**src/hw/timer16_pkg.sv**
```systemverilog
// constants for the 16-bit timer with input capture
package timer16_pkg;

	// byte locations on the processor bus
	localparam logic [3:0] ADDR_COUNT_LO = 4'h0;
	localparam logic [3:0] ADDR_COUNT_HI = 4'h1;
	localparam logic [3:0] ADDR_CAPT_LO = 4'h2;
	localparam logic [3:0] ADDR_CAPT_HI = 4'h3;
	localparam logic [3:0] ADDR_CTRL_A = 4'h4;
	localparam logic [3:0] ADDR_CTRL_B = 4'h5;
	localparam logic [3:0] ADDR_FLAGS = 4'h6;
	localparam logic [3:0] ADDR_IRQ_EN = 4'h7;
	localparam logic [3:0] ADDR_CMP_A_LO = 4'h8;
	localparam logic [3:0] ADDR_CMP_A_HI = 4'h9;
	localparam logic [3:0] ADDR_COMP_CTRL = 4'hA;

	// control a: waveform mode bits 1:0
	localparam int CTRL_A_WGM_LSB = 0;
	// control b fields
	localparam int CTRL_B_CS_LSB = 0;
	localparam int CTRL_B_WGM_HI_LSB = 3;
	localparam int CTRL_B_EDGE_BIT = 6;
	localparam int CTRL_B_FILT_BIT = 7;
	// flag register bits
	localparam int FLAG_OVF_BIT = 0;
	localparam int FLAG_CAPT_BIT = 5;
	// comparator control: capture select bit
	localparam int COMP_CAPT_SEL_BIT = 2;

	localparam logic [7:0] CTRL_RESET = 8'h00;
	localparam logic [15:0] COUNT_RESET = 16'h0000;

	localparam logic [15:0] BOTTOM_VALUE = 16'h0000;
	localparam logic [15:0] MAX_VALUE = 16'hFFFF;
	localparam logic [15:0] TOP_8BIT = 16'h00FF;
	localparam logic [15:0] TOP_9BIT = 16'h01FF;
	localparam logic [15:0] TOP_10BIT = 16'h03FF;

	localparam int FILTER_SAMPLES = 4;

	typedef enum logic [1:0] {
		SEQ_UP_WRAP,
		SEQ_UP_CLEAR,
		SEQ_UP_DOWN
	} seq_kind_t;

endpackage

```
**src/hw/timer16_counter_input_capture.sv**
```systemverilog
// 16-bit timer counter with input capture, byte-wide register port
`timescale 1ns/1ps
// Behaviour
// - 16-bit counter steps up or down one per timer tick by direction.
// - clear forces every counter bit to zero.
// - bottom flags zero; top flags the highest value of the sequence.
// - counter low-byte read loads shared latch with the upper byte.
// - counter low-byte write loads upper from latch, lower from data.
// - clock source select zero stops ticks; counter holds.
// - processor reads and writes counter with or without ticks.
// - processor write to counter beats clear and count.
// - four waveform mode bits across two controls pick the sequence.
// - overflow flag set per mode; usable as interrupt request.
// - matching edge on capture source copies counter to capture register.
// - capture flag sets in the same cycle as the copy.
// - capture flag requests irq when enabled; cleared by service or one.
// - capture low read loads latch; high location reads the latch.
// - capture register writable only in capture-top modes, high first.
// - capture pin is default source; comparator when select bit set.
// - edge detector off in capture-top modes; the filter keeps sampling.
// - filter output changes after four agreeing samples.
// - filter enable bit in control b; filter on system clock.
// - each capture overwrites the capture register.
// - software-driven port level on capture pin acts as an event.
// - top is 0x00FF, 0x01FF, 0x03FF, compare a or capture register.
// - 0xFFFF is the counting maximum.
module timer16_counter_input_capture (
	input wire logic clk,
	input wire logic reset,
	input wire logic [3:0] bus_addr,
	input wire logic [7:0] bus_wdata,
	input wire logic bus_wr,
	input wire logic bus_rd,
	output logic [7:0] bus_rdata,
	input wire logic tick_in,
	input wire logic capture_input_pin,
	input wire logic comparator_output,
	input wire logic ovf_irq_ack,
	input wire logic capt_irq_ack,
	output logic ovf_irq,
	output logic capt_irq,
	output logic top_hit,
	output logic bottom_hit
);

	// ------------------------------------------------------------
	// registers
	// ------------------------------------------------------------
	logic [15:0] count_value_ff;
	logic [15:0] nxt_count_value;
	logic [15:0] capture_register_ff;
	logic [15:0] compare_register_a_ff;
	logic [7:0] temp_ff;
	logic [7:0] timer_control_a_ff;
	logic [7:0] timer_control_b_ff;
	logic [7:0] comparator_ctrl_status_ff;
	logic [7:0] irq_en_ff;
	logic overflow_flag_ff;
	logic capture_flag_ff;
	logic dir_down_ff;
	logic [7:0] bus_rdata_ff;
	logic ovf_irq_ff;
	logic capt_irq_ff;
	logic top_ff;
	logic bottom_ff;
	logic [2:0] pin_sync_ff;

	// ------------------------------------------------------------
	// decoded control
	// ------------------------------------------------------------
	logic [3:0] waveform_mode_bits;
	logic [2:0] clock_source_select;
	logic timer_tick;
	logic [15:0] top_value;
	timer16_pkg::seq_kind_t seq_kind;
	logic capt_top_mode;
	logic capt_src;
	logic capt_level_ff;
	logic edge_hit;
	logic wr_count_lo;
	logic wr_capt_lo;
	logic rd_count_lo;
	logic rd_capt_lo;
	logic at_top;
	logic at_bottom;
	logic ovf_event;

	assign waveform_mode_bits = {
		timer_control_b_ff[timer16_pkg::CTRL_B_WGM_HI_LSB +: 2],
		timer_control_a_ff[timer16_pkg::CTRL_A_WGM_LSB +: 2]};
	assign clock_source_select = timer_control_b_ff[timer16_pkg::CTRL_B_CS_LSB +: 3];
	assign timer_tick = (clock_source_select != 3'h0) & tick_in;

	// mode decode: top source and sequence kind
	function automatic logic [15:0] mode_top(input logic [3:0] m, input logic [15:0] cmp_a,
		input logic [15:0] capt);
		case (m)
			4'h1, 4'h5: mode_top = timer16_pkg::TOP_8BIT;
			4'h2, 4'h6: mode_top = timer16_pkg::TOP_9BIT;
			4'h3, 4'h7: mode_top = timer16_pkg::TOP_10BIT;
			4'h4, 4'h9, 4'hB, 4'hF: mode_top = cmp_a;
			4'h8, 4'hA, 4'hC, 4'hE: mode_top = capt;
			default: mode_top = timer16_pkg::MAX_VALUE;
		endcase
	endfunction

	function automatic logic uses_capture_top(input logic [3:0] m);
		uses_capture_top = (m == 4'h8) || (m == 4'hA) || (m == 4'hC) || (m == 4'hE);
	endfunction

	always_comb begin
		case (waveform_mode_bits)
			4'h1, 4'h2, 4'h3, 4'h8, 4'h9, 4'hA, 4'hB: seq_kind = timer16_pkg::SEQ_UP_DOWN;
			4'h4, 4'hC, 4'h5, 4'h6, 4'h7, 4'hE, 4'hF: seq_kind = timer16_pkg::SEQ_UP_CLEAR;
			default: seq_kind = timer16_pkg::SEQ_UP_WRAP;
		endcase
	end

	assign top_value = mode_top(waveform_mode_bits, compare_register_a_ff, capture_register_ff);
	assign capt_top_mode = uses_capture_top(waveform_mode_bits);
	assign at_top = (count_value_ff == top_value);
	assign at_bottom = (count_value_ff == timer16_pkg::BOTTOM_VALUE);

	// ------------------------------------------------------------
	// bus strobes
	// ------------------------------------------------------------
	assign wr_count_lo = bus_wr && (bus_addr == timer16_pkg::ADDR_COUNT_LO);
	assign wr_capt_lo = bus_wr && (bus_addr == timer16_pkg::ADDR_CAPT_LO) && capt_top_mode;
	assign rd_count_lo = bus_rd && (bus_addr == timer16_pkg::ADDR_COUNT_LO);
	assign rd_capt_lo = bus_rd && (bus_addr == timer16_pkg::ADDR_CAPT_LO);

	// ------------------------------------------------------------
	// counter
	// ------------------------------------------------------------
	always_comb begin
		nxt_count_value = count_value_ff;
		if (wr_count_lo) begin
			nxt_count_value = {temp_ff, bus_wdata};
		end else if (timer_tick) begin
			if (seq_kind == timer16_pkg::SEQ_UP_DOWN) begin
				if (dir_down_ff) begin
					nxt_count_value = count_value_ff - 16'h0001;
				end else begin
					nxt_count_value = count_value_ff + 16'h0001;
				end
			end else if (seq_kind == timer16_pkg::SEQ_UP_CLEAR && at_top) begin
				nxt_count_value = 16'h0000;
			end else begin
				nxt_count_value = count_value_ff + 16'h0001;
			end
		end
	end

	always_ff @(posedge clk) begin
		if (reset) begin
			count_value_ff <= timer16_pkg::COUNT_RESET;
		end else begin
			count_value_ff <= nxt_count_value;
		end
	end

	// direction for dual-slope sequences
	always_ff @(posedge clk) begin
		if (reset) begin
			dir_down_ff <= 1'b0;
		end else if (seq_kind != timer16_pkg::SEQ_UP_DOWN) begin
			dir_down_ff <= 1'b0;
		end else if (timer_tick && !wr_count_lo) begin
			if (!dir_down_ff && nxt_count_value == top_value) begin
				dir_down_ff <= 1'b1;
			end else if (dir_down_ff && nxt_count_value == timer16_pkg::BOTTOM_VALUE) begin
				dir_down_ff <= 1'b0;
			end
		end
	end

	// overflow point depends on the sequence
	always_comb begin
		ovf_event = 1'b0;
		if (timer_tick && !wr_count_lo) begin
			case (seq_kind)
				timer16_pkg::SEQ_UP_DOWN: ovf_event = dir_down_ff && (count_value_ff == 16'h0001);
				timer16_pkg::SEQ_UP_CLEAR: ovf_event = at_top;
				default: ovf_event = (count_value_ff == timer16_pkg::MAX_VALUE);
			endcase
		end
	end

	// ------------------------------------------------------------
	// capture path
	// ------------------------------------------------------------
	// port-driven levels reach the pin input too, so they trigger alike
	assign capt_src = comparator_ctrl_status_ff[timer16_pkg::COMP_CAPT_SEL_BIT]
		? comparator_output : capture_input_pin;

	always_ff @(posedge clk) begin
		if (reset) begin
			pin_sync_ff <= 3'h0;
		end else begin
			pin_sync_ff <= {pin_sync_ff[1:0], capt_src};
		end
	end

	// change counts once second and third stages agree
	always_ff @(posedge clk) begin
		if (reset) begin
			capt_level_ff <= 1'b0;
		end else if (pin_sync_ff[1] == pin_sync_ff[2]) begin
			capt_level_ff <= pin_sync_ff[2];
		end
	end

	capture_filter #(
		.SAMPLES(timer16_pkg::FILTER_SAMPLES)
	) u_filter (
		.clk(clk),
		.reset(reset),
		.sample_in(capt_level_ff),
		.filter_on(timer_control_b_ff[timer16_pkg::CTRL_B_FILT_BIT]),
		.detect_on(!capt_top_mode),
		.rising_sel(timer_control_b_ff[timer16_pkg::CTRL_B_EDGE_BIT]),
		.edge_hit(edge_hit)
	);

	always_ff @(posedge clk) begin
		if (reset) begin
			capture_register_ff <= timer16_pkg::COUNT_RESET;
		end else if (wr_capt_lo) begin
			capture_register_ff <= {temp_ff, bus_wdata};
		end else if (edge_hit) begin
			capture_register_ff <= count_value_ff;
		end
	end

	// set wins over clear
	always_ff @(posedge clk) begin
		if (reset) begin
			capture_flag_ff <= 1'b0;
		end else if (edge_hit) begin
			capture_flag_ff <= 1'b1;
		end else if (capt_irq_ack || (bus_wr && bus_addr == timer16_pkg::ADDR_FLAGS
			&& bus_wdata[timer16_pkg::FLAG_CAPT_BIT])) begin
			capture_flag_ff <= 1'b0;
		end
	end

	always_ff @(posedge clk) begin
		if (reset) begin
			overflow_flag_ff <= 1'b0;
		end else if (ovf_event) begin
			overflow_flag_ff <= 1'b1;
		end else if (ovf_irq_ack || (bus_wr && bus_addr == timer16_pkg::ADDR_FLAGS
			&& bus_wdata[timer16_pkg::FLAG_OVF_BIT])) begin
			overflow_flag_ff <= 1'b0;
		end
	end

	// ------------------------------------------------------------
	// register writes and shared latch
	// ------------------------------------------------------------
	always_ff @(posedge clk) begin
		if (reset) begin
			temp_ff <= 8'h00;
		end else if (rd_count_lo) begin
			temp_ff <= count_value_ff[15:8];
		end else if (rd_capt_lo) begin
			temp_ff <= capture_register_ff[15:8];
		end else if (bus_wr && (bus_addr == timer16_pkg::ADDR_COUNT_HI
			|| bus_addr == timer16_pkg::ADDR_CAPT_HI
			|| bus_addr == timer16_pkg::ADDR_CMP_A_HI)) begin
			temp_ff <= bus_wdata;
		end
	end

	always_ff @(posedge clk) begin
		if (reset) begin
			timer_control_a_ff <= timer16_pkg::CTRL_RESET;
			timer_control_b_ff <= timer16_pkg::CTRL_RESET;
			comparator_ctrl_status_ff <= timer16_pkg::CTRL_RESET;
			irq_en_ff <= timer16_pkg::CTRL_RESET;
			compare_register_a_ff <= timer16_pkg::MAX_VALUE;
		end else if (bus_wr) begin
			if (bus_addr == timer16_pkg::ADDR_CTRL_A) begin
				timer_control_a_ff <= bus_wdata;
			end else if (bus_addr == timer16_pkg::ADDR_CTRL_B) begin
				timer_control_b_ff <= bus_wdata;
			end else if (bus_addr == timer16_pkg::ADDR_COMP_CTRL) begin
				comparator_ctrl_status_ff <= bus_wdata;
			end else if (bus_addr == timer16_pkg::ADDR_IRQ_EN) begin
				irq_en_ff <= bus_wdata;
			end else if (bus_addr == timer16_pkg::ADDR_CMP_A_LO) begin
				compare_register_a_ff <= {temp_ff, bus_wdata};
			end
		end
	end

	// ------------------------------------------------------------
	// read data and outputs
	// ------------------------------------------------------------
	always_ff @(posedge clk) begin
		if (reset) begin
			bus_rdata_ff <= 8'h00;
		end else if (!bus_rd) begin
			bus_rdata_ff <= 8'h00;
		end else if (bus_addr == timer16_pkg::ADDR_COUNT_LO) begin
			bus_rdata_ff <= count_value_ff[7:0];
		end else if (bus_addr == timer16_pkg::ADDR_COUNT_HI
			|| bus_addr == timer16_pkg::ADDR_CAPT_HI) begin
			bus_rdata_ff <= temp_ff;
		end else if (bus_addr == timer16_pkg::ADDR_CAPT_LO) begin
			bus_rdata_ff <= capture_register_ff[7:0];
		end else if (bus_addr == timer16_pkg::ADDR_CTRL_A) begin
			bus_rdata_ff <= timer_control_a_ff;
		end else if (bus_addr == timer16_pkg::ADDR_CTRL_B) begin
			bus_rdata_ff <= timer_control_b_ff;
		end else if (bus_addr == timer16_pkg::ADDR_FLAGS) begin
			bus_rdata_ff <= 8'h00 | ({7'h00, overflow_flag_ff} << timer16_pkg::FLAG_OVF_BIT)
				| ({7'h00, capture_flag_ff} << timer16_pkg::FLAG_CAPT_BIT);
		end else if (bus_addr == timer16_pkg::ADDR_IRQ_EN) begin
			bus_rdata_ff <= irq_en_ff;
		end else if (bus_addr == timer16_pkg::ADDR_CMP_A_LO) begin
			bus_rdata_ff <= compare_register_a_ff[7:0];
		end else if (bus_addr == timer16_pkg::ADDR_CMP_A_HI) begin
			bus_rdata_ff <= compare_register_a_ff[15:8];
		end else if (bus_addr == timer16_pkg::ADDR_COMP_CTRL) begin
			bus_rdata_ff <= comparator_ctrl_status_ff;
		end else begin
			bus_rdata_ff <= 8'h00;
		end
	end

	always_ff @(posedge clk) begin
		if (reset) begin
			ovf_irq_ff <= 1'b0;
			capt_irq_ff <= 1'b0;
			top_ff <= 1'b0;
			bottom_ff <= 1'b0;
		end else begin
			ovf_irq_ff <= overflow_flag_ff & irq_en_ff[timer16_pkg::FLAG_OVF_BIT];
			capt_irq_ff <= capture_flag_ff & irq_en_ff[timer16_pkg::FLAG_CAPT_BIT];
			top_ff <= at_top;
			bottom_ff <= at_bottom;
		end
	end

	assign bus_rdata = bus_rdata_ff;
	assign ovf_irq = ovf_irq_ff;
	assign capt_irq = capt_irq_ff;
	assign top_hit = top_ff;
	assign bottom_hit = bottom_ff;

endmodule

```
**src/hw/capture_filter.sv**
```systemverilog
// noise filter and edge detector for the capture source
`timescale 1ns/1ps
module capture_filter #(
	parameter int SAMPLES = timer16_pkg::FILTER_SAMPLES
) (
	input wire logic clk,
	input wire logic reset,
	input wire logic sample_in,
	input wire logic filter_on,
	input wire logic detect_on,
	input wire logic rising_sel,
	output logic edge_hit
);

	logic [SAMPLES-1:0] hist_ff;
	logic filt_ff;
	logic prev_ff;
	logic src_now;

	always_ff @(posedge clk) begin
		if (reset) begin
			hist_ff <= '0;
		end else begin
			hist_ff <= {hist_ff[SAMPLES-2:0], sample_in};
		end
	end

	// output changes only when all samples agree
	always_ff @(posedge clk) begin
		if (reset) begin
			filt_ff <= 1'b0;
		end else if (&hist_ff) begin
			filt_ff <= 1'b1;
		end else if (~|hist_ff) begin
			filt_ff <= 1'b0;
		end
	end

	assign src_now = filter_on ? filt_ff : sample_in;

	always_ff @(posedge clk) begin
		if (reset) begin
			prev_ff <= 1'b0;
		end else begin
			prev_ff <= src_now;
		end
	end

	// edge detector gated off in capture-top modes
	always_comb begin
		if (!detect_on) begin
			edge_hit = 1'b0;
		end else if (rising_sel) begin
			edge_hit = src_now & ~prev_ff;
		end else begin
			edge_hit = ~src_now & prev_ff;
		end
	end

endmodule

```
**config.mk**
```make
export PLATFORM = sky130hd
export DESIGN_NAME = timer16_counter_input_capture
export DESIGN_NICKNAME = d
export VERILOG_FILES = /design/src/hw/timer16_pkg.sv /design/src/hw/timer16_counter_input_capture.sv /design/src/hw/capture_filter.sv
export SDC_FILE = /design/constraint.sdc
export NUM_CORES = 1
export LEC_CHECK = 0
export ABC_CLOCK_PERIOD_IN_PS = 9200
export BUFFER_PORTS_ARGS = -buffer_cell sky130_fd_sc_hd__buf_2
export CORE_ASPECT_RATIO = 1.4
export CORE_MARGIN = 3
export CORE_UTILIZATION = 43
export DETAILED_ROUTE_END_ITERATION = 8
export PLACE_DENSITY = 0.6
export SYNTH_ARGS = -nofsm -noshare
export SYNTH_HDL_FRONTEND = slang
export SYNTH_SLANG_ARGS = --single-unit
```
**constraint.sdc**
```tcl
create_clock -name clk -period 9.2 [get_ports clk]
set_clock_uncertainty 0.05 [all_clocks]
set_input_delay 0.46 -clock clk [delete_from_list [all_inputs] [get_ports clk]]
set_output_delay 0.46 -clock clk [all_outputs]
set_load 0.005 [all_outputs]
```
Yosys cells after proc, flatten, opt, wreduce, memory -nomap -nowiden
Memory sizes are Yosys's and may differ from the RTL's.
Index checks and enable logic that the tools add are counted.
- reduce and logical (&&, ||, !) cells: 47
- bitwise logic cells: 13
- multipliers: 0
- mux-type cells: 35
- eq/ne operators: 33
- shifts and indexed selects: 0
- div/mod/pow operators: 0
- $add $sub $neg: 2
- magnitude comparators: 0
- operator list (kind ; count):
    $mux 16 ; 7
    $mux 8 ; 13
    $pmux 16 s5 ; 1
    $eq 4x4->1 const B ; 10
    $eq 16x16->1 ; 2
    $eq 4x3->1 const B ; 8
    $logic_not 16->1 ; 2
    $add 16x1->16 const B ; 1
    $eq 16x1->1 const B ; 1
    $eq 16x16->1 const B ; 1
    $eq 4x2->1 const B ; 4
    $sub 16x1->16 const B ; 1
    $logic_and 1x1->1 ; 14
    $mux 1 ; 13
    $reduce_or 4->1 ; 3
    $reduce_or 2->1 ; 5
    $eq 4x1->1 const B ; 2
    $reduce_and 4->1 ; 2
    $reduce_bool 2->1 ; 4
    $logic_or 1x1->1 ; 7
    $not 1->1 ; 7
    $or 1x6->6 ; 1
    $reduce_and 6->1 ; 1
    $reduce_bool 3->1 ; 2
    12 further kinds ; 18
- memories: 1
- word-level logic and storage cells: 152
- bits of input ports: 21
- bits in writable memories: 0
- register bits: 113
- ROM bits: 32
- latch bits: 0
- memory list (memory ; words ; width ; read ports ; clocked after Yosys merged registers in ; write ports ; line ; RTL):
    (no name shown) ; 16 ; 2 ; 1 ; 0 ; 0 ; timer16_counter_input_capture.sv:112 ; case (waveform_mode_bits)

Logic depth before layout (Yosys ltp)
Gate-level depths: netlist of the first run.
- word-level depth: 13
- gate-level depth with buffers: 16
- mapped depth without buffers: 14

By module
From an unflattened synthesis of the first run, not the netlist that was laid out.
- cells, all modules: 911
- area, all modules: 7015.5 µm²
- modules (own cells, without submodules) (module ; sequential area each (µm²) ; cells each ; instances ; area each (µm²)):
    timer16_counter_input_capture ; 2142.1 ; 893 ; 1 ; 6804.0
    capture_filter ; 120.1 ; 18 ; 1 ; 211.5

Worst setup path after synthesis of the first run
Ideal clock, no wire load.
- kind: reg-to-reg
- from: register timer_control_b_ff[4]
- to: register dir_down_ff
- arrival: 3.151 ns
- clock period less this slack: 3.288 ns
- path slack: 5.912 ns
- buffers on the path: 1
- cell stages (with the launch flop): 16
- required time: 9.063 ns
- cell sequence: dfxtp_1 buf_6 nand2_1 o21ai_0 ha_1 nor4bb_1 nand2_1 or2_2 or3_1 a211oi_1 a31oi_1 o21ai_1 a21oi_1 nor3b_1 nand4_1 o31ai_1
- longest elaborated chain between the ends: 13
- elaborated cells on any way between the ends: 38
- RTL lines (item ; line ; RTL):
    from (decl) ; timer16_counter_input_capture.sv:55 ; logic [7:0] timer_control_b_ff;
    from (signal assigned) ; timer16_counter_input_capture.sv:278 ; timer_control_b_ff <= timer16_pkg::CTRL_RESET;
    from (signal assigned) ; timer16_counter_input_capture.sv:286 ; timer_control_b_ff <= bus_wdata;
    $eq 4x4->1 (tied with other cells) ; timer16_counter_input_capture.sv:97 ; case (m)
    $reduce_or 4->1 or $reduce_or 2->1 (tied branches) ; timer16_counter_input_capture.sv:97 ;
    $pmux 16 s5 ; timer16_counter_input_capture.sv:97 ;
    $eq 16x16->1 ; timer16_counter_input_capture.sv:121 ; assign at_top = (count_value_ff == top_value);
    $logic_and 1x1->1 ; timer16_counter_input_capture.sv:146 ; end else if (seq_kind == timer16_pkg::SEQ_UP_CLEAR && at_top) begin
    $mux 16 ; timer16_counter_input_capture.sv:146 ;
    $mux 16 ; timer16_counter_input_capture.sv:140 ; if (seq_kind == timer16_pkg::SEQ_UP_DOWN) begin
    $mux 16 ; timer16_counter_input_capture.sv:139 ; end else if (timer_tick) begin
    $mux 16 ; timer16_counter_input_capture.sv:137 ; if (wr_count_lo) begin
    $eq 16x16->1 or $logic_not 16->1 (tied branches) ; timer16_counter_input_capture.sv:169, timer16_counter_input_capture.sv:171 ;
    $logic_and 1x1->1 (on tied branches) ; timer16_counter_input_capture.sv:169, timer16_counter_input_capture.sv:171 ;
    $reduce_bool 2->1 (no source line) ; - ;
    $reduce_and 2->1 (no source line) ; - ;
    to (signal assigned) ; timer16_counter_input_capture.sv:167 ; dir_down_ff <= 1'b0;
    to (signal assigned) ; timer16_counter_input_capture.sv:170 ; dir_down_ff <= 1'b1;
    to (signal assigned) ; timer16_counter_input_capture.sv:172 ; dir_down_ff <= 1'b0;
    to (decl) ; timer16_counter_input_capture.sv:60 ; logic dir_down_ff;
Several ways; a longest one is shown, not always the timed one.
A chain may end at the register's enable or synchronous reset.

Worst setup path after layout of the first run
- from: register timer_control_a_ff[0]
- to: register dir_down_ff
- longest elaborated chain between the ends: 13
- elaborated cells on any way between the ends: 38
- RTL lines (item ; line ; RTL):
    from (decl) ; timer16_counter_input_capture.sv:54 ; logic [7:0] timer_control_a_ff;
    from (signal assigned) ; timer16_counter_input_capture.sv:277 ; timer_control_a_ff <= timer16_pkg::CTRL_RESET;
    from (signal assigned) ; timer16_counter_input_capture.sv:284 ; timer_control_a_ff <= bus_wdata;
    $eq 4x4->1 (tied with other cells) ; timer16_counter_input_capture.sv:97 ;
    $reduce_or 4->1 or $reduce_or 2->1 (tied branches) ; timer16_counter_input_capture.sv:97 ;
    $pmux 16 s5 ; timer16_counter_input_capture.sv:97 ;
    $eq 16x16->1 ; timer16_counter_input_capture.sv:121 ;
    $logic_and 1x1->1 ; timer16_counter_input_capture.sv:146 ;
    $mux 16 ; timer16_counter_input_capture.sv:146 ;
    $mux 16 ; timer16_counter_input_capture.sv:140 ;
    $mux 16 ; timer16_counter_input_capture.sv:139 ;
    $mux 16 ; timer16_counter_input_capture.sv:137 ;
    $eq 16x16->1 or $logic_not 16->1 (tied branches) ; timer16_counter_input_capture.sv:169, timer16_counter_input_capture.sv:171 ;
    $logic_and 1x1->1 (on tied branches) ; timer16_counter_input_capture.sv:169, timer16_counter_input_capture.sv:171 ;
    $reduce_bool 2->1 (no source line) ; - ;
    $reduce_and 2->1 (no source line) ; - ;
Several ways; a longest one is shown, not always the timed one.

==> reports/qor.csv, run 1 <==
stage,metric,value,unit
timing,post-route-period-util,46.4,%
worst_setup_path,path_class,register to register,
synthesis,synthMuxAreaShare,10.7,%
worst_setup_path,r2r_start,timer_control_a_ff[0],
floorplan,fp-row-count,54,
synthesis,yosys.area_share.simple,25.4,%
floorplan,pin_count,33,
synthesis,yosys_warnings,0,
synthesis,async_flop_share,0,%
cells_and_area,fin_cells,1085,
timing,holdWs,0.235,ns
synthesis,synth_top_family_by_area,simple AND/OR/NAND/NOR gates,
timing,worst_slew_pin_slew,1.23,ns
synthesis,yosys.cell_types.count,77,
cells_and_area,syn_to_final_growth,10.5,%
cts,clk_pin_slew,0.06,ns
global_route,grt_pass1_vias,6554,
hold_path,min_path_type,primary input to register,
synthesis,synthAdderAreaFrac,1.08,%
synthesis,netlist_instances,896,
pwr,vdd_ir_drop_max,0.123,mV
synthesis,syn_nets,923,
synthesis,synth_seq_cells,113,
detailed_routing,vias,6848,
synthesis,seq_area_frac_synth,32.5,%
worst_setup_path,r2r_setup_slack,4.93,ns
synthesis,synth_edf_count,0,
global_route,grt_use_total,28.1,%
cts,numCtsBuffers,17,
placed_design,dp.cells,1054,
timing,rsz0062_at_grt,no,
synthesis,syn-cell-area,0.00696,mm2
timing,setup_viol,0,
timing,timing.final.ws_setup,4.93,ns
cts,cts_root_buf,clkbuf_16,
timing,min_period,4.27,ns
pwr,leakage,2.85,nW
worst_setup_path,critPathLaunch,timer_control_a_ff[0],
detailed_routing,drc,0,
timing,maxSlewHeadroom,18.0,%
worst_setup_path,cp-end-kind,register,
cts,hold_buffers,0,
synthesis,synthXorXnorAreaFrac,2.14,%
floorplan,dieArea,0.0178,mm2
worst_setup_path,critPathLaunchType,register,
cts,cts.sinks,113,
pwr,p_per_area,174,mW/mm2
cts,clock_path_buffers,2,
floorplan,core_area,0.0157,mm2
placed_design,gp_congestion,0.988,
floorplan,die_w,114,um
detailed_routing,ant_nets,0,
cells_and_area,layout-drive-gt1-share,10.5,%
timing,hold_viol_final,0,
detailed_routing,drtIter0Drc,686,
run_status,status,"complete, no violations",
cells_and_area,diodes,0,
worst_setup_path,critPathMaxFanout,33,
worst_setup_path,worstPathArrival,4.53,ns
cells_and_area,final_util,48.8,%
floorplan,initial_core_util,44.2,%
placed_design,port_buffers,32,
timing,timing.fmax,234,MHz
cts,postCtsSetupBuffers,0,
cells_and_area,fillCellCount,1568,
synthesis,dominantRegCellSynth,dfxtp_1,
detailed_routing,wl_per_cell,22.9,um
placed_design,dpl_worst_slack,5.04,ns
cells_and_area,nets,904,
cts,cts_tree,yes,
synthesis,synth_compound_area_share,22.1,%
global_route,grt_pass1_wl,38200,um
detailed_routing,dr.pass1.iters,5,
cts,post_cts_resized,0,
synthesis,synth.avg_cell_area,7.77,um2
timing,fin_tns_setup,0,ns
detailed_routing,viasPerCell,6.31,
job,maxCapViolCount,0,
cts,cts_htree_levels,4,
floorplan,chipHeight,157,um
worst_setup_path,cp.required,9.46,ns
global_route,antenna_found_initial,0,
timing,final_max_slew_viol_count,0,
hold_path,hp-start,capture_input_pin,
cts,clkLatencyLatePin,0.42,ns
placed_design,hpwlAfterDp,17900,um
global_route,grt_overflow,0,
global_route,grt_max_degree,82,
detailed_routing,routed_wl,24800,um
==> worst paths after layout <==
path / cells past startpoint / to
max reg2reg: 15 / dir_down_ff
max: 15 / dir_down_ff
min reg2reg: 1 / pin_sync_ff[1]
min: 3 / pin_sync_ff[0]
==> through the flow <==
step | area [um2] | total power [mW]
after floorplan | 6960 | 0.643
after global placement | 7120 | 0.700
after detailed placement | 7120 | 0.699
after CTS | 7690 | 1.34
after global routing | 7690 | 1.38
final | 7690 | 1.34
==> worst max-delay path, stage by stage, from the launching register on <==
cell and delay [ns]:
dfxtp_1 0.30, buf_4 0.30, nand2_1 0.24, o21ai_0 0.36, ha_1 0.35, nor4bb_1 0.38
nand2_1 0.15, or2_2 0.35, o31ai_1 0.41, xnor2_1 0.17, and4b_1 0.21, o21ai_1 0.08
a2111oi_2 0.40, nand4_1 0.15, o21ai_1 0.15, o31ai_1 0.08
==> cell type report <==
class / count / area, um2 / share of cell area, %
Multi-Input combinational cell: 679 / 4290 / 55.8
Clock buffer: 20 / 437 / 5.68
Sequential cell: 113 / 2260 / 29.4
Tap cell: 196 / 245 / 3.19
Inverter: 25 / 93.8 / 1.22
Timing Repair Buffer: 41 / 230 / 2.99
Clock inverter: 11 / 133 / 1.72
==> cell usage after synthesis, drive strengths merged, types with 2 or more instances <==
library cell  number  share of area [%]
a211oi            20                2.2
dfxtp            113                 33
o22ai             30                2.7
nor2b             17                1.5
a221oi             4               0.59
inv               25                1.3
o22a               3               0.38
nand2             72                3.9
o21a               6               0.65
buf               16                1.4
mux2i             71                 10
a21oi             71                5.2
xor2               5               0.63
or4b               4               0.63
mux2               3               0.49
o21bai             3               0.32
nor3              17                1.4
nand2b            18                1.6
a31oi             15                1.3
o211ai             3               0.32
o2bb2ai            5               0.72
nor4b              3               0.47
ha                 6                1.1
a32oi              2               0.25
and2               4               0.36
nor4               7               0.93
and3b              2               0.25
clkbuf            63                3.4
and3               7               0.63
a222oi             5               0.72
o21ai             31                2.3
o32ai              4               0.50
nand3             14                1.0
nand3b            21                2.3
o221a              2               0.32
nor3b              3               0.32
a22oi              3               0.32
nor4bb             2               0.29
nor2             131                7.1
nand4             10                1.2
xnor2             12                1.5
or3               10               0.90
o31ai             17                1.9
a21boi             4               0.43
==> sequential cells by signal, indices dropped and copies added, names as in the netlist, 3 cells and up <==
register                   cells
timer_control_a_ff             8
timer_control_b_ff             8
compare_register_a_ff         16
temp_ff                        8
count_value_ff                16
irq_en_ff                      8
comparator_ctrl_status_ff      8
bus_rdata                      8
pin_sync_ff                    3
u_filter.hist_ff               4
capture_register_ff           16
==> where the power goes <==
part | total (mW) | switching, mW | internal [mW]
combinational | 0.155 | 0.0997 | 0.0551
clock | 0.649 | 0.249 | 0.400
sequential | 0.538 | 0.0346 | 0.503
==> layer usage <==
metal | routed length, um | share of wire (%) | track usage, %
met5 | 0 | 0 | 0
met1 | 10100 | 41 | 33.5
met3 | 1290 | 5.2 | 4.68
met4 | 1270 | 5.1 | 15.2
met2 | 12200 | 49 | 47.9
==> layout by cell type, fill, tap and decap left out, types with 12 or more instances in the layout <==
master and n:
o21ai_0 24, mux2i_1 71, nand3b_1 21, nand2_1 72, o31ai_1 15, o22ai_1 30, nor3_1 16, nand2b_1 18
a211oi_1 19, a31oi_1 15, buf_2 31, clkbuf_16 17, xnor2_1 12, a21oi_1 70, inv_1 24, nor2_1 130
nand3_1 14, dfxtp_1 113, nor2b_1 17
==> cell families after synthesis <==
logic type,Yosys count
mux,74
simple gates,347
compound gates,235
flops,113
buf+inv,104
fa+ha+maj,6
xor+xnor,17
(Power assumes the default switching activity.)
==> inputs of run 2 (changes only) <==
- ABC_CLOCK_PERIOD_IN_PS: 9200 -> 3510
- PLACE_DENSITY: 0.6 -> 0.62
- clock period: 9.2 -> 3.51 ns (I/O delays scaled with it)
==> reports/qor.csv, run 2 (synthesis gave the netlist of run 1 again) <==
stage,metric,value,unit,change
run_status,status,"complete, no violations",,
cells_and_area,layout-drive-gt1-share,20.2,%,+9.7 points
worst_setup_path,cp.required,3.80,ns,-5.66 ns
worst_setup_path,worstPathArrival,3.74,ns,-0.79 ns
worst_setup_path,critPathCapture,dir_down_ff,,
global_route,grt_pass1_vias,6724,,+2.6%
worst_setup_path,crit_cells,14,,-1
timing,worst_slew_pin_slew,0.946,ns,-0.280 ns
detailed_routing,viasPerCell,6.08,,-3.6%
floorplan,pin_count,33,,unchanged
placed_design,dp.cells,1108,,+5.1%
cts,cts.sinks,113,,unchanged
cts,numCtsBuffers,17,,unchanged
cells_and_area,final_area,0.00840,mm2,+9.2%
hold_path,min_path_type,primary input to register,,
worst_setup_path,r2r_start,timer_control_a_ff[0],,
detailed_routing,wl_per_cell,21.8,um,-4.9%
floorplan,core_area,0.0157,mm2,unchanged
floorplan,dieArea,0.0178,mm2,unchanged
timing,maxSlewHeadroom,36.7,%,+19 points
detailed_routing,ant_nets,0,,unchanged
global_route,grt_pass1_wl,38300,um,about the same
floorplan,chipHeight,157,um,unchanged
detailed_routing,dr.pass1.iters,5,,unchanged
timing,setup_viol,0,,unchanged
placed_design,gp_congestion,0.965,,-2.3%
worst_setup_path,critPathMaxFanout,16,,-52%
floorplan,fp-row-count,54,,unchanged
cts,cts_tree,yes,,
worst_setup_path,r2r-end,dir_down_ff,,
cells_and_area,fin_cells,1148,,+5.8%
worst_setup_path,critPathLaunchType,register,,
global_route,grt_overflow,0,,unchanged
cells_and_area,final_cell_mix,"nor2_1, dfxtp_1, nand2_1",,
global_route,grt_use_total,28.2,%,+0.083 points
placed_design,port_buffers,32,,unchanged
cts,clkLatencyLatePin,0.42,ns,about the same
timing,min_period,3.45,ns,-0.823 ns
cells_and_area,fillCellCount,1514,,-3.4%
pwr,vdd_ir_drop_max,0.301,mV,+140%
timing,final_max_slew_viol_count,0,,unchanged
cells_and_area,reg.largest.list,"capture_register_ff (16), compare_register_a_ff (16), count_value_ff (16)",,
placed_design,place_area,0.00754,mm2,+5.9%
worst_setup_path,cp_slowest_stage_delay,0.44,ns,+0.03 ns
timing,fin_tns_setup,0,ns,unchanged
worst_setup_path,r2r_setup_slack,0.06,ns,-4.87 ns
global_route,grt_max_degree,76,,-7.3%
cts,clk_pin_slew,0.06,ns,about the same
pwr,leakage,3.20,nW,+12%
pwr,p_per_area,421,mW/mm2,+140%
worst_setup_path,path_class,register to register,,
cts,cts_htree_levels,4,,unchanged
detailed_routing,drc,0,,unchanged
timing,timing.fmax,290,MHz,+24%
job,maxCapViolCount,0,,unchanged
worst_setup_path,cp-end-kind,register,,
worst_setup_path,path_common_cell,buf_4,,
worst_setup_path,cp_num_buf_inv,4,,+3
floorplan,initial_core_util,44.2,%,unchanged
worst_setup_path,crit_family,simple AND/OR/NAND/NOR gates,,
worst_setup_path,path_cells,"buf_4, buf_12, or3_4, a21oi_4, nor3_1, nor4b_2, nand4_4, buf_4, o31ai_2, a21oi_2, buf_4, xnor2_1, nand4_1, o31ai_1",,
worst_setup_path,crit_slowest_cell,nor4b_2,,
timing,post-route-period-util,98.2,%,+52 points
placed_design,hpwlAfterDp,18400,um,+3.1%
hold_path,hp-start,capt_irq_ack,,
cells_and_area,diodes,0,,unchanged
timing,hold_viol_final,0,,unchanged
cts,clock_path_buffers,2,,unchanged
worst_setup_path,reg2reg_depth,14,,-1
cells_and_area,nets,966,,+6.9%
global_route,antenna_found_initial,0,,unchanged
cts,cts_root_buf,clkbuf_16,,
cells_and_area,syn_to_final_growth,20.6,%,
detailed_routing,drtIter0Drc,609,,-11%
worst_setup_path,critPathLaunch,timer_control_a_ff[0],,
cells_and_area,final_common_cell,nor2_1,,
detailed_routing,vias,6982,,+2.0%
floorplan,die_w,114,um,unchanged
detailed_routing,routed_wl,25000,um,+0.63%
==> run 2: worst reg2reg max path: stages, from the launching register on <==
cell,delay (ns)
dfxtp_2,0.33
buf_4,0.15
buf_12,0.15
or3_4,0.44
a21oi_4,0.17
nor3_1,0.07
nor4b_2,0.44
nand4_4,0.22
buf_4,0.22
o31ai_2,0.32
a21oi_2,0.12
buf_4,0.16
xnor2_1,0.18
nand4_1,0.12
o31ai_1,0.24
==> run 2: metal layers <==
layer,routed length [um],track usage [%],vias to the layer above
li1,-,-,3312
met1,9550,31.4,3291
met2,12400,49.2,277
met3,1330,4.49,102
met4,1760,18.6,0
met5,0,0,-
==> run 2: repair_timing <==
item                                    4_1_cts  5_1_grt
gates resized for setup                       5       43
hold endpoints to repair                      2        0
endpoints found under the setup margin        1        1
pin swaps                                     1       21
setup buffers                                 0        5
hold buffers                                  3        0
==> run 2: worst min-delay path by stage <==
stage	endpoint	cells past startpoint
final	capture_flag_ff	4
after global routing	capture_flag_ff	4
after CTS	capture_flag_ff	4
after detailed placement	pin_sync_ff[0]	3
after global placement	pin_sync_ff[0]	3
after floorplan	pin_sync_ff[0]	2
==> run 2: through the flow <==
step	power (mW)	setup WS, ns	hold WS [ns]	util (%)
after floorplan	1.68	0.222	0.269	-
after global placement	1.88	-0.0920	0.356	47.9
after detailed placement	1.88	-0.128	0.366	47.9
after CTS	3.51	0.000821	0.0171	51.8
after global routing	3.63	-0.0809	0.0681	53.3
final	3.54	0.0633	0.0209	53.3
==> run 2: power breakdown <==
group          internal, mW  switching, mW
clock network         0.947          0.693
registers              1.32         0.0639
logic                 0.207          0.306
total                  2.47           1.06
==> run 2: area by class of cell <==
cell class | count | area, um2 | share of cell area, %
well taps | 196 | 245 | 2.92
inverters | 25 | 93.8 | 1.12
repair buffers | 103 | 723 | 8.61
flip-flops and latches | 113 | 2270 | 27.0
clock buffers | 19 | 453 | 5.39
clock inverters | 13 | 101 | 1.21
multi-input cells | 679 | 4510 | 53.7
==> inputs of run 3 (changes only) <==
- SETUP_SLACK_MARGIN: default -> 0.2
==> reports/qor.csv, run 3 (synthesis gave the netlist of run 1 again) <==
stage,metric,value,unit,change
run_status,status,"complete, no violations",,
detailed_routing,routed_wl,25200,um,+0.98%
cts,cts_root_buf,clkbuf_16,,
global_route,grt_max_degree,76,,unchanged
hold_path,min_path_type,primary input to register,,
detailed_routing,vias,7028,,+0.66%
timing,rsz0062_at_grt,yes,,
detailed_routing,drc,0,,unchanged
cells_and_area,final_cell_mix,"nor2_1, dfxtp_1, nand2_1",,
worst_setup_path,critPathLaunchType,register,,
timing,worst_slew_pin_slew,0.975,ns,+0.0288 ns
cells_and_area,diodes,0,,unchanged
timing,timing.fmax,301,MHz,+3.6%
worst_setup_path,cp_num_buf_inv,4,,unchanged
cts,cts_tree,yes,,
timing,maxSlewHeadroom,34.7,%,-1.9 points
worst_setup_path,critPathMaxFanout,10,,-6
cts,numCtsBuffers,17,,unchanged
worst_setup_path,crit_slowest_cell,or3b_4,,
cts,clk_pin_slew,0.06,ns,about the same
cells_and_area,final_common_cell,nor2_1,,
detailed_routing,wl_per_cell,21.9,um,+0.54%
pwr,vdd_ir_drop_max,0.300,mV,-0.36%
floorplan,initial_core_util,44.2,%,unchanged
floorplan,pin_count,33,,unchanged
worst_setup_path,path_common_cell,buf_6,,
floorplan,fp-row-count,54,,unchanged
placed_design,dpl_worst_slack,-0.128,ns,unchanged
placed_design,port_buffers,32,,unchanged
worst_setup_path,crit_family,compound AO/OA/AOI/OAI gates,,
pwr,leakage,3.24,nW,+1.4%
cts,cts.sinks,113,,unchanged
cells_and_area,reg.largest.list,"capture_register_ff (16), compare_register_a_ff (16), count_value_ff (16)",,
floorplan,core_area,0.0157,mm2,unchanged
cells_and_area,fillCellCount,1512,,-0.13%
timing,final_max_slew_viol_count,0,,unchanged
cts,clock_path_buffers,2,,unchanged
pwr,p_per_area,416,mW/mm2,-1.3%
cells_and_area,nets,971,,+0.52%
worst_setup_path,path_cells,"buf_12, or3b_4, o21a_1, o221a_1, nor4_4, nand4_4, buf_6, buf_6, o31ai_4, a21oi_2, buf_4, xnor2_2, nand4_1, o31ai_1",,
timing,setup_viol,0,,unchanged
cells_and_area,layout-drive-gt1-share,20.5,%,+0.31 points
cells_and_area,syn_to_final_growth,22.1,%,
global_route,grt_overflow,0,,unchanged
global_route,antenna_found_initial,0,,unchanged
timing,holdWs,0.0197,ns,-0.00124 ns
global_route,grt_use_total,28.9,%,+0.66 points
floorplan,dieArea,0.0178,mm2,unchanged
timing,min_period,3.33,ns,-0.119 ns
floorplan,chipHeight,157,um,unchanged
detailed_routing,dr.pass1.iters,6,,+1
timing,hold_viol_final,0,,unchanged
worst_setup_path,path_class,register to register,,
placed_design,hpwlAfterDp,18400,um,unchanged
worst_setup_path,cp.required,3.80,ns,about the same
global_route,grt_pass1_vias,6802,,+1.2%
job,maxCapViolCount,0,,unchanged
timing,post-route-period-util,94.8,%,-3.4 points
floorplan,die_w,114,um,unchanged
cells_and_area,final_util,54.0,%,+0.67 points
detailed_routing,viasPerCell,6.10,,+0.22%
placed_design,gp_congestion,0.965,,unchanged
timing,fin_tns_setup,0,ns,unchanged
cts,cts_htree_levels,4,,unchanged
pwr,total_power,3.53,mW,about the same
worst_setup_path,worstPathArrival,3.62,ns,-0.12 ns
worst_setup_path,cp-end-kind,register,,
worst_setup_path,cp_slowest_stage_delay,0.41,ns,-0.03 ns
global_route,grt_pass1_wl,39200,um,+2.4%
timing,timing.final.ws_setup,0.183,ns,+0.119 ns
cts,clkLatencyLatePin,0.43,ns,about the same
detailed_routing,drtIter0Drc,614,,+0.82%
detailed_routing,ant_nets,0,,unchanged
-- run 3: repair_timing --
action	4_1_cts	5_1_grt
setup endpoints to repair	1	1
hold buffers	3	0
hold endpoints to repair	2	0
setup buffers	7	2
cloned	1	0
gates resized for setup	43	14
pin swaps	22	8
-- run 3: worst min-delay path, stage by stage --
cell and delay, ns:
buf_2 0.10, inv_1 0.04, a31oi_1 0.07, nor2_1 0.07
-- run 3: metal layers --
metal | GRT usage [%] | share of wire (%) | up-vias
met4 | 18.4 | 7.0 | 0
met2 | 50.2 | 50 | 334
met3 | 4.91 | 5.9 | 98
li1 | - | - | 3335
met5 | 0 | 0 | -
met1 | 32.3 | 38 | 3261
-- run 3: path summary, 6_finish.rpt --
| check | endpoint | depth (start not counted) | slack (ns) | start |
|---|---|---|---|---|
| worst min register to register | pin_sync_ff[1] | 1 | 0.38 | pin_sync_ff[0] |
| worst min-delay path | capture_flag_ff | 4 | 0.02 | capt_irq_ack |
| worst max-delay path | dir_down_ff | 14 | 0.18 | timer_control_b_ff[4] |
| worst max register to register | dir_down_ff | 14 | 0.18 | timer_control_b_ff[4] |
-- run 3: through the flow --
step	instance area, um2	cells
after floorplan	6960	896
after global placement	7540	1108
after detailed placement	7540	1108
after CTS	8420	1151
after global routing	8500	1153
final	8500	1153
-- run 3: where the power goes --
group	total [mW]	switching, mW	internal (mW)
logic	0.513	0.309	0.204
clock network	1.64	0.691	0.947
registers	1.38	0.0641	1.32
-- run 3: layout make-up --
| cell class | instances | area [um2] | share of cell area [%] |
|---|---|---|---|
| tap | 196 | 245 | 2.88 |
| sequential | 113 | 2270 | 26.7 |
| clock buffer | 19 | 453 | 5.33 |
| multi-input combinational | 679 | 4530 | 53.2 |
| clock inverter | 13 | 101 | 1.19 |
| timing repair buffer | 108 | 810 | 9.52 |
| inverter | 25 | 93.8 | 1.10 |
